### config.mk
export PLATFORM = sky130hd
export DESIGN_NAME = btmpc_top
export DESIGN_NICKNAME = d
export VERILOG_FILES = /design/src/btmpc_pkg.sv /design/src/btmpc_top.sv /design/src/btmpc_nand_tree.sv /design/src/btmpc_pad_mux.sv
export SDC_FILE = /design/constraint.sdc
export NUM_CORES = 1
export LEC_CHECK = 0
export BUFFER_PORTS_ARGS = -buffer_cell sky130_fd_sc_hd__buf_4
export CAP_MARGIN = 0
export CORE_UTILIZATION = 40
export DETAILED_ROUTE_END_ITERATION = 10
export PLACE_DENSITY = 0.83
export SYNTH_ARGS = -nofsm -noshare
export SYNTH_HDL_FRONTEND = slang
export SYNTH_SLANG_ARGS = --single-unit
### constraint.sdc
create_clock -name ref_clk_i -period 5.14 [get_ports ref_clk_i]
set_input_delay 0 -clock ref_clk_i [delete_from_list [all_inputs] [get_ports ref_clk_i]]
set_output_delay 0 -clock ref_clk_i [all_outputs]
set_load 0.05 [all_outputs]
### src/btmpc_pkg.sv
`default_nettype none

// Shared constants, types and helpers for board test and pixel checksum.
package btmpc_pkg;

  // Width of the shared media port pin group.
  localparam int MP_W = 8;
  // Width of the test selector carried on the low media port bits.
  localparam int SEL_W = 4;
  // Lowest media port bit that carries the test selector.
  localparam int SEL_LSB = 0;
  // Width of one colour component at the DAC inputs.
  localparam int COL_W = 10;
  // Default checksum accumulator width.
  localparam int CHK_W = 24;

  // Selector codes, bit 3 down to bit 0.
  localparam logic [SEL_W-1:0] SEL_NAND = 4'hA;
  localparam logic [SEL_W-1:0] SEL_FLOAT = 4'hC;
  localparam logic [SEL_W-1:0] SEL_HIGH = 4'hE;
  localparam logic [SEL_W-1:0] SEL_LOW = 4'hF;

  // Media port bits turned into selector inputs while testing.
  localparam logic [MP_W-1:0] MP_SEL_MASK = 8'h0F;

  // Values after reset of the checksum state.
  localparam logic SEEN_RST = 1'b0;
  localparam logic DONE_RST = 1'b0;
  localparam logic [1:0] COLOUR_RST = 2'h0;

  // Pad behaviour chosen by the enable pin and the selector.
  typedef enum logic [2:0] {
    MODE_NORMAL, MODE_NAND, MODE_FLOAT, MODE_HIGH, MODE_LOW
  } btmpc_mode_t;

  // Colour component chosen for accumulation.
  typedef enum logic [1:0] {COL_RED, COL_GREEN, COL_BLUE} btmpc_colour_t;

  // One pixel as it reaches the DAC inputs.
  typedef struct packed {
    logic [COL_W-1:0] red;
    logic [COL_W-1:0] green;
    logic [COL_W-1:0] blue;
  } btmpc_pix_t;

  // Decodes the pad mode from pin levels alone.
  function automatic btmpc_mode_t btmpc_decode(input logic en,
                                               input logic [SEL_W-1:0] sel);
    btmpc_mode_t m;
    m = MODE_NORMAL;
    if (!en) begin
      m = MODE_NORMAL;
    end else if (sel == SEL_NAND) begin
      m = MODE_NAND;
    end else if (sel == SEL_FLOAT) begin
      m = MODE_FLOAT;
    end else if (sel == SEL_HIGH) begin
      m = MODE_HIGH;
    end else if (sel == SEL_LOW) begin
      m = MODE_LOW;
    end
    return m;
  endfunction : btmpc_decode

  // Picks one colour; the unused code 3 reads as blue.
  function automatic logic [COL_W-1:0] btmpc_pick(input btmpc_pix_t p,
                                                  input logic [1:0] c);
    logic [COL_W-1:0] v;
    v = p.blue;
    if (c == COL_RED) begin
      v = p.red;
    end else if (c == COL_GREEN) begin
      v = p.green;
    end
    return v;
  endfunction : btmpc_pick

endpackage : btmpc_pkg

`default_nettype wire

### src/btmpc_top.sv
`default_nettype none

module btmpc_top
  import btmpc_pkg::*;
#(
  parameter int IN_W = 4,
  parameter int IO_W = 8,
  parameter int OUT_W = 4,
  parameter int SUM_W = btmpc_pkg::CHK_W
) (
  input wire logic ref_clk_i,
  input wire logic reset_n_i,
  input wire logic board_test_enable_i,
  input wire logic [IN_W-1:0] in_pin_i,
  input wire logic [IO_W-1:0] io_pin_i,
  output logic [IO_W-1:0] io_pin_o,
  output logic [IO_W-1:0] io_oe_o,
  input wire logic [IO_W-1:0] core_io_out_i,
  input wire logic [IO_W-1:0] core_io_oe_i,
  input wire logic [btmpc_pkg::MP_W-1:0] media_port_addr_data_i,
  output logic [btmpc_pkg::MP_W-1:0] media_port_addr_data_o,
  output logic [btmpc_pkg::MP_W-1:0] media_port_addr_data_oe_o,
  input wire logic [btmpc_pkg::MP_W-1:0] core_mp_out_i,
  input wire logic [btmpc_pkg::MP_W-1:0] core_mp_oe_i,
  output logic [btmpc_pkg::MP_W-1:0] core_mp_in_o,
  output logic [OUT_W-1:0] out_pin_o,
  output logic [OUT_W-1:0] out_oe_o,
  input wire logic [OUT_W-1:0] core_out_pin_i,
  input wire logic [OUT_W-1:0] core_out_oe_i,
  input wire btmpc_pkg::btmpc_pix_t pix_i,
  input wire logic pix_active_i,
  input wire logic frame_start_i,
  input wire logic [1:0] chk_colour_i,
  output logic [SUM_W-1:0] chk_sum_o,
  output logic chk_done_o
);

  import btmpc_pkg::*;

  // Number of pins that take part in the NAND chain.
  localparam int TREE_N = MP_W + IO_W + IN_W;

  // ------------------------------------------------------------------
  // Pad test modes.
  // ------------------------------------------------------------------

  // The selector is the low media port nibble in its own bit order.
  wire [SEL_W-1:0] select_w =
    media_port_addr_data_i[SEL_LSB +: SEL_W];

  // The mode is pure logic on pin levels so that a tester can step
  // through modes with the clock stopped; pin levels therefore reach
  // the drivers without synchronisers, which is safe because no
  // register samples them here.
  btmpc_mode_t mode_w;
  assign mode_w = btmpc_decode(board_test_enable_i, select_w);

  // Selector pins are inputs while the enable pin is high.
  wire [MP_W-1:0] mp_hold_w =
    board_test_enable_i ? MP_SEL_MASK : '0;

  // The core never sees the selector as media port data in test.
  assign core_mp_in_o = media_port_addr_data_i & ~mp_hold_w;

  // Chain order: media port first, then bidirectional, then inputs.
  wire [TREE_N-1:0] tree_pins_w =
    {in_pin_i, io_pin_i, media_port_addr_data_i};

  // Output of the last NAND gate.
  logic tree_w;

  // Only output-only pin 0 carries the chain result.
  localparam logic [OUT_W-1:0] TREE_OUT_MASK = OUT_W'(1);

  // Chain across every input and bidirectional path.
  btmpc_nand_tree #(
    .N(TREE_N)
  ) u_tree (
    .pin_i(tree_pins_w),
    .tree_o(tree_w)
  );

  // Bidirectional pins float in the NAND tree so they act as inputs.
  btmpc_pad_mux #(
    .W(IO_W)
  ) u_io_mux (
    .mode_i(mode_w),
    .core_out_i(core_io_out_i),
    .core_oe_i(core_io_oe_i),
    .hold_in_i('0),
    .tree_mask_i('0),
    .tree_i(tree_w),
    .pin_o(io_pin_o),
    .oe_o(io_oe_o)
  );

  // Media port pins, with the selector nibble held as inputs.
  btmpc_pad_mux #(
    .W(MP_W)
  ) u_mp_mux (
    .mode_i(mode_w),
    .core_out_i(core_mp_out_i),
    .core_oe_i(core_mp_oe_i),
    .hold_in_i(mp_hold_w),
    .tree_mask_i('0),
    .tree_i(tree_w),
    .pin_o(media_port_addr_data_o),
    .oe_o(media_port_addr_data_oe_o)
  );

  // Output-only pins; pin 0 loses its normal job in the NAND tree.
  btmpc_pad_mux #(
    .W(OUT_W)
  ) u_out_mux (
    .mode_i(mode_w),
    .core_out_i(core_out_pin_i),
    .core_oe_i(core_out_oe_i),
    .hold_in_i('0),
    .tree_mask_i(TREE_OUT_MASK),
    .tree_i(tree_w),
    .pin_o(out_pin_o),
    .oe_o(out_oe_o)
  );

  // ------------------------------------------------------------------
  // Pixel checksum.
  // ------------------------------------------------------------------

  // Running sum of the current frame.
  logic [SUM_W-1:0] acc_q;
  logic [SUM_W-1:0] acc_d;
  // Published sum of the last complete frame.
  logic [SUM_W-1:0] sum_q;
  logic [SUM_W-1:0] sum_d;
  // Pulse marking a freshly published sum.
  logic done_q;
  logic done_d;
  // Set once a frame start has been seen, so the first partial frame
  // after reset is never published as if it were whole.
  logic seen_q;
  logic seen_d;
  // Colour latched at frame start; a mid-frame change waits a frame.
  logic [1:0] col_q;
  logic [1:0] col_d;

  // A new frame uses the newly requested colour straight away.
  wire [1:0] col_now_w = frame_start_i ? chk_colour_i : col_q;

  // The chosen component at the DAC inputs, one pixel per clock.
  wire [COL_W-1:0] pick_w = btmpc_pick(pix_i, col_now_w);

  // Blanked pixels add nothing; no sync input exists to disturb it.
  wire [SUM_W-1:0] add_w =
    pix_active_i ? SUM_W'(pick_w) : '0;

  // A frame start restarts the sum with the pixel in hand.
  assign acc_d = frame_start_i ? add_w : SUM_W'(acc_q + add_w);
  // The previous frame's total is published only when complete.
  assign sum_d = (frame_start_i && seen_q) ? acc_q : sum_q;
  assign done_d = frame_start_i && seen_q;
  assign seen_d = seen_q | frame_start_i;
  assign col_d = col_now_w;

  // Checksum state; the sum wraps at its own width.
  always_ff @(posedge ref_clk_i) begin
    if (!reset_n_i) begin
      acc_q <= '0;
      sum_q <= '0;
      done_q <= DONE_RST;
      seen_q <= SEEN_RST;
      col_q <= COLOUR_RST;
    end else begin
      acc_q <= acc_d;
      sum_q <= sum_d;
      done_q <= done_d;
      seen_q <= seen_d;
      col_q <= col_d;
    end
  end

  // Results leave straight from their registers.
  assign chk_sum_o = sum_q;
  assign chk_done_o = done_q;

  // Independent model of the chain: after the last low pin the value
  // is high, and each later high pin inverts it.
  logic tree_ref;
  always_comb begin
    tree_ref = 1'b1;
    for (int i = 0; i < TREE_N; i++) begin
      tree_ref = tree_pins_w[i] ? ~tree_ref : 1'b1;
    end
  end
endmodule : btmpc_top

`default_nettype wire

### src/btmpc_nand_tree.sv
`default_nettype none

// Parametric chain of two-input NAND gates across all input paths.
module btmpc_nand_tree #(
  parameter int N = 8
) (
  input wire logic [N-1:0] pin_i,
  output logic tree_o
);

  // Running gate output; the chain head sees a tied-high input.
  logic [N:0] link;

  // Each gate takes the previous output and the next pin.
  always_comb begin
    link = '0;
    link[0] = 1'b1;
    for (int i = 0; i < N; i++) begin
      link[i+1] = ~(link[i] & pin_i[i]);
    end
  end

  // The last gate output leaves for the designated output pin.
  assign tree_o = link[N];

endmodule : btmpc_nand_tree

`default_nettype wire

### src/btmpc_pad_mux.sv
`default_nettype none

// Output driver selection for one group of pins under a pad mode.
module btmpc_pad_mux
  import btmpc_pkg::*;
#(
  parameter int W = 8
) (
  input wire btmpc_pkg::btmpc_mode_t mode_i,
  input wire logic [W-1:0] core_out_i,
  input wire logic [W-1:0] core_oe_i,
  input wire logic [W-1:0] hold_in_i,
  input wire logic [W-1:0] tree_mask_i,
  input wire logic tree_i,
  output logic [W-1:0] pin_o,
  output logic [W-1:0] oe_o
);

  // Forced drive in either level-measurement mode.
  wire force_w = (mode_i == MODE_HIGH) || (mode_i == MODE_LOW);
  // Level forced onto every driver, high or low.
  wire [W-1:0] level_w = (mode_i == MODE_HIGH) ? '1 : '0;
  // Enable before pins that must stay inputs are masked off.
  wire [W-1:0] oe_raw_w =
    (mode_i == MODE_NORMAL) ? core_oe_i :
    (mode_i == MODE_NAND) ? tree_mask_i :
    force_w ? '1 : '0;

  // Selector pins are inputs in test, so they are never driven.
  assign oe_o = oe_raw_w & ~hold_in_i;
  // Data follows the core unless a test mode owns the pin.
  assign pin_o =
    force_w ? level_w :
    (mode_i == MODE_NAND) ? (tree_mask_i & {W{tree_i}}) :
    core_out_i;

endmodule : btmpc_pad_mux

`default_nettype wire

==> impl_metrics.py, run 1 <==
metrics = {
    "global_route": {
        "grt_first_pass_wirelength_um": 15900,
        "grt_pass1_vias": 3461,
        "grt_remaining_overflow": 0,
        "grt_max_degree": 37,
        "antenna_found_initial": 0,
        "grt_usage": 0.227,
    },
    "sta": {
        "fin_crit_sh": 0.669,
        "slew_violations": 0,
        "finalSetupTns_ns": 0,
        "clock_skew_ns": 0.00487,
        "fmax_ghz": 0.291,
        "tightestPinTransition_ns": 1.09,
        "final-setup-viol-count": 0,
        "hold_viol_final": 0,
        "rsz0062_at_grt": "no",
        "min_period_ns": 3.44,
        "slew_headroom": 0.268,
    },
    "yosys": {
        "synth_commonest_cells": "nand2_1, dfxtp_1, a21o_1, a21boi_0, o21ai_0",
        "synth_most_common_cell": "nand2_1",
        "synth-main-ff-cell": "dfxtp_1",
        "synthDistinctLibCells": 58,
        "yosys.area.top_type_share": 0.314,
        "synth_area_leader_cell": "dfxtp_1",
        "synth_edf_count": 0,
        "synth_seq_cells": 52,
        "syn_area_um2": 3310,
        "ys_top_cells_by_area": "dfxtp_1, a21o_1, nand2_1",
        "ys_warn_count": 0,
        "syn_nets": 527,
        "synth_area_per_cell_um2": 7.91,
        "seq_area_frac_synth": 0.314,
        "synthCells": 419,
        "ys_async_sr_fraction": 0,
    },
    "die": {
        "core_um2": 7890,
        "io_pins": 170,
        "die_area_um2": 8650,
        "chipHeight_um": 93.0,
        "start_util": 0.420,
        "dieWidth_um": 93.0,
        "rows": 32,
    },
    "detailed_routing": {
        "drc": 0,
        "finalWirelength_um": 9940,
        "drtPass1Iterations": 4,
        "dr.first_iter.drc_count": 257,
        "wl_per_cell_um": 14.8,
        "via_count": 3596,
        "ant_nets": 0,
        "vias_per_cell": 5.37,
    },
    "layout": {
        "n_antenna_cell": 0,
        "drive_gt1_frac": 0.331,
        "nFillCells": 707,
        "fin_nets": 676,
        "syn2layout_area_growth_pct": 40.7,
    },
    "setup_path": {
        "cp_slowest_cell": "mux2i_1",
        "slowest_delay_ns": 0.54,
        "worst-setup-path-type": "flip-flop to flip-flop",
        "arrival_ns": 3.64,
        "path_max_fanout": 7,
        "rr_worst_depth": 13,
        "cpLargestDelayFamily": "compound AO/OA/AOI/OAI gates",
        "rr_endpoint": "acc_q[18]$_SDFF_PP0_",
        "cp-start-kind": "flip-flop",
        "cp-end-kind": "flip-flop",
        "reg2reg_from": "col_q[0]$_SDFF_PN0_",
        "rrSetupSlack_ns": 1.70,
        "crit_chain": "mux2i_1, mux2i_1, nand2_1, o21ai_0, nor2b_1, ha_1, inv_1, fa_1, and2b_1, o31a_1, o211ai_2, and3_1, a2111o_1",
        "cp.depth": 13,
        "cpMostUsedCell": "mux2i_1",
        "crit_required_ns": 5.34,
        "cp_num_buf_inv": 1,
    },
    "clocking": {
        "cts_hold_buf": 0,
        "htree_levels": 2,
        "root_buffer": "clkbuf_8",
        "cts_tree": "built",
        "clock_latency_ns": 0.31,
        "cts_buffer_depth": 2,
        "cts_resized": 0,
        "cts_buffers": 5,
        "cts_setup_buffers": 0,
        "clk_pin_slew_ns": 0.09,
        "cts_sinks": 52,
    },
    "outcome": {
        "status": "finished, final reports clean",
    },
    "placement": {
        "dpl.hpwl_um": 7890,
        "port_buffers": 169,
        "gp_congestion": 0.909,
    },
    "pwr": {
        "max-vdd-ir-drop_mv": 0.112,
        "power_mw": 1.03,
        "powerDensity_nw_per_um2": 220,
        "p_leak_nw": 2.24,
    },
    "hold_path": {
        "worstHoldStart": "pix_active_i",
        "whs_endpoint": "acc_q[1]$_SDFF_PN0_",
        "hold_depth": 3,
        "hold_class": "input pin to flip-flop",
    },
    "run": {
        "maxCapViolations": 0,
    },
}
flip-flops by register name (all words and copies together), names as in the netlist:
name and flops:
chk_done_o 1, col_q 2, acc_q 24, seen_q 1, chk_sum_o 24
tightest hold or removal path, cell delays in order:
cell and delay [ns]:
buf_4 0.14, nand3_1 0.08, o21ai_0 0.08
where the power goes:
| group | total (mW) | switching (mW) | internal (mW) | leakage [nW] |
|---|---|---|---|---|
| clock network | 0.226 | 0.134 | 0.0925 | 0.0400 |
| logic | 0.375 | 0.225 | 0.149 | 1.78 |
| registers | 0.424 | 0.00859 | 0.415 | 0.422 |
| total | 1.03 | 0.368 | 0.657 | 2.24 |
how the worst max path moves through the flow:
stage	startpoint	slack, ns	endpoint
after detailed placement	frame_start_i	1.47	acc_q[18]$_SDFF_PP0_
after CTS	col_q[1]$_SDFF_PN0_	1.47	acc_q[18]$_SDFF_PP0_
after floorplan	col_q[0]$_SDFF_PN0_	2.31	acc_q[18]$_SDFF_PP0_
after global placement	frame_start_i	1.72	acc_q[18]$_SDFF_PP0_
final	col_q[0]$_SDFF_PN0_	1.70	acc_q[18]$_SDFF_PP0_
after global routing	col_q[0]$_SDFF_PN0_	1.44	acc_q[18]$_SDFF_PP0_
cells by family (layout without fill, tap and decap cells):
kind of cell,count (synthesis),in the layout,share of synthesized area
simple gates,154,154,0.233
compound gates,144,144,0.298
flops,52,52,0.314
buf+inv,39,188,0.0559
mux,14,14,0.0423
fa+ha+maj,11,11,0.0438
xor+xnor,5,5,0.0132
layout make-up:
cell class              count  area, µm²  area share
inverters                  10       37.5     0.00805
multi-input cells         328       2090       0.449
repair buffers            171       1280       0.275
clock buffers               5       68.8      0.0148
clock inverters             2       12.5     0.00268
well taps                 102        128      0.0274
flip-flops and latches     52       1040       0.223
stage by stage:
| step | std cells | utilization | cell area (µm²) | setup slack [ns] | hold slack (ns) |
|---|---|---|---|---|---|
| CTS | 670 | 0.591 | 4660 | 1.47 | 0.0166 |
| finish | 670 | 0.591 | 4660 | 1.70 | 0.0257 |
| global placement | 663 | 0.580 | 4580 | 1.72 | 0.264 |
| global route | 670 | 0.591 | 4660 | 1.44 | 0.0447 |
| detailed placement | 663 | 0.580 | 4580 | 1.47 | 0.268 |
| floorplan | 419 | - | 3310 | 2.31 | 0.159 |
layout by cell type, fill, tap and decap left out, types with 6 or more instances in the layout:
master	instances
a21boi_0	26
a21o_1	36
a21oi_1	22
buf_4	171
dfxtp_1	52
ha_1	10
inv_1	10
mux2i_1	13
nand2_1	72
nand3_1	8
nand4_1	6
nor2_1	11
nor2b_1	16
o211ai_1	7
o21ai_0	23
or3_1	6
metal layers:
layer,GRT usage,share of wire
met5,0,0
met4,0.0731,0.021
met3,0.0439,0.067
met2,0.402,0.51
met1,0.274,0.40
No activity file was read; power rests on OpenSTA's default activity.
==> run 2: changes to the inputs <==
--- a/config.mk
+++ b/config.mk
@@ -9,7 +9,7 @@
 export CAP_MARGIN = 0
 export CORE_UTILIZATION = 40
 export DETAILED_ROUTE_END_ITERATION = 10
-export PLACE_DENSITY = 0.83
+export PLACE_DENSITY = 0.86
 export SYNTH_ARGS = -nofsm -noshare
 export SYNTH_HDL_FRONTEND = slang
 export SYNTH_SLANG_ARGS = --single-unit
==> constraint.sdc (replaced) <==
create_clock -name ref_clk_i -period 2.99 [get_ports ref_clk_i]
set_input_delay 0 -clock ref_clk_i [delete_from_list [all_inputs] [get_ports ref_clk_i]]
set_output_delay 0 -clock ref_clk_i [all_outputs]
set_load 0.05 [all_outputs]
==> run 2 against run 1 <==
Compared with the run above: the run now ends with negative hold slack left; final cell count up 3.0%; first-iteration DRC count up 25%; flip-flop and latch count unchanged; combinational power up 86%; clock power up 95%; routed wire length up 10%.
==> impl_metrics.py, run 2 (synthesis gave the netlist of run 1 again) <==
metrics = {
    "detailed_routing": {
        "wl_per_cell_um": 15.9,
        "dr.first_iter.drc_count": 320,
        "drtPass1Iterations": 5,
        "finalWirelength_um": 11000,
        "via_count": 3828,
        "ant_nets": 0,
        "drc": 0,
        "vias_per_cell": 5.55,
    },
    "pwr": {
        "max-vdd-ir-drop_mv": 0.205,
        "power_mw": 1.87,
        "sw_frac_of_total": 0.373,
        "powerDensity_nw_per_um2": 381,
        "power_frac_seq": 0.391,
        "switchingPower_mw": 0.697,
        "clock_power_share": 0.236,
        "combPwrFrac": 0.373,
        "p_int_mw": 1.17,
        "p_leak_nw": 2.34,
    },
    "die": {
        "dieWidth_um": 93.0,
        "start_util": 0.420,
        "chipHeight_um": 93.0,
        "core_um2": 7890,
        "die_area_um2": 8650,
        "io_pins": 170,
        "rows": 32,
    },
    "sta": {
        "slew_headroom": 0.229,
        "min_period_ns": 2.90,
        "fin_ws_ns": 0.0857,
        "final-setup-viol-count": 0,
        "fmax_ghz": 0.344,
        "rsz0062_at_grt": "yes",
        "hold_viol_final": 1,
        "fin_crit_sh": 0.971,
        "tightestPinTransition_ns": 1.15,
        "slew_violations": 0,
        "whs_ns": -0.00418,
        "clock_skew_ns": 0.0139,
    },
    "clocking": {
        "cts_buffer_depth": 2,
        "cts_sinks": 52,
        "clock_latency_ns": 0.32,
        "htree_levels": 2,
        "cts_tree": "built",
        "cts_buffers": 5,
        "cts_hold_buf": 0,
        "clk_pin_slew_ns": 0.11,
        "root_buffer": "clkbuf_8",
    },
    "global_route": {
        "grt_first_pass_wirelength_um": 16800,
        "grt_usage": 0.241,
        "antenna_found_initial": 0,
        "grt_pass1_vias": 3673,
        "grt_remaining_overflow": 0,
        "grt_max_degree": 37,
    },
    "layout": {
        "final_common_cell": "buf_4",
        "regArea_um2": 1040,
        "syn2layout_area_growth_pct": 47.8,
        "drive_gt1_frac": 0.369,
        "fin_nets": 695,
        "multi_input_area_um2": 2150,
        "n_antenna_cell": 0,
        "nFillCells": 654,
        "final_cell_mix": "buf_4, nand2_1, dfxtp_1",
    },
    "hold_path": {
        "hold_depth": 3,
        "hold_class": "input pin to flip-flop",
        "worstHoldStart": "pix_i[0]",
    },
    "setup_path": {
        "cp_slowest_cell": "fa_2",
        "worst-setup-path-type": "flip-flop to flip-flop",
        "rr_worst_depth": 14,
        "path_max_fanout": 6,
        "cpMostUsedCell": "mux2i_1",
        "crit_chain": "mux2i_1, buf_4, mux2i_1, nand2_1, o21ai_2, nor2b_1, ha_2, inv_2, fa_2, and2b_2, o31a_1, o211ai_4, and3_1, a2111o_1",
        "reg2reg_from": "col_q[0]$_SDFF_PN0_",
        "slowest_delay_ns": 0.38,
        "arrival_ns": 3.12,
        "cp-end-kind": "flip-flop",
        "crit_required_ns": 3.20,
        "cp-startpoint": "col_q[0]$_SDFF_PN0_",
        "cp-start-kind": "flip-flop",
    },
    "outcome": {
        "status": "finished, violations left",
        "violations": "negative hold slack",
    },
    "placement": {
        "dpl.hpwl_um": 8240,
        "port_buffers": 169,
        "gp_congestion": 0.945,
        "place_ws_ns": 0.0668,
    },
    "run": {
        "maxCapViolations": 0,
    },
}
-- run 2: cell count changes in the layout (fill, tap and decap cells not counted), sizes merged --
cell | previous run | this run
buf | 171 | 190
inv | 10 | 11
-- run 2: layout make-up --
type                            instances  share of cell area
Timing Repair Buffer                  190               0.295
Clock buffer                            5              0.0140
Tap cell                              102              0.0261
Sequential cell                        52               0.213
Multi-Input combinational cell        328               0.440
Inverter                               10             0.00766
Clock inverter                          3             0.00562
-- run 2: path summary, 6_finish.rpt --
| kind | end | slack, ns |
|---|---|---|
| worst min register to register | chk_sum_o[20]$_SDFFE_PN0P_ | 0.47 |
| worst max-delay path | acc_q[18]$_SDFF_PP0_ | 0.09 |
| worst max register to register | acc_q[18]$_SDFF_PP0_ | 0.09 |
| worst min-delay path | acc_q[0]$_SDFF_PN0_ | -0.004 |
-- run 2: worst max-delay path: cells and delay by family (launching register included) --
kind                       cells  cell delay (ns)
and+or+nand+nor                4             0.61
DFF                            1             0.32
AOI/OAI and AO/OA              4             0.83
adders and majority gates      2             0.57
buffers and inverters          2             0.22
muxes                          2             0.23
-- run 2: through the flow --
step | utilization | instance area (µm²) | instances | setup TNS (ns)
after global routing | 0.621 | 4900 | 690 | -0.103
after detailed placement | 0.590 | 4650 | 671 | 0
after floorplan | - | 3310 | 419 | 0
after CTS | 0.602 | 4750 | 679 | 0
after global placement | 0.590 | 4650 | 671 | 0
final | 0.621 | 4900 | 690 | 0
-- run 2: power groups by stage --
stage,clock [mW],combinational [mW],sequential [mW]
after global placement,0,0.639,0.744
final,0.440,0.697,0.730
after floorplan,0,0.402,0.754
after detailed placement,0,0.654,0.744
after CTS,0.440,0.657,0.728
after global routing,0.469,0.737,0.733
-- run 2: metal layers --
metal	up-vias	wire, µm	track usage
li1	1831	-	-
met1	1810	4180	0.274
met2	160	5780	0.447
met5	-	0	0
met4	0	283	0.0846
met3	27	729	0.0463
-- run 2: repair_timing --
item / in CTS / in global routing
hold endpoints to repair: 0 / 0
resized for setup: 0 / 19
endpoints found under the setup margin: 0 / 7
setup buffers: 0 / 11
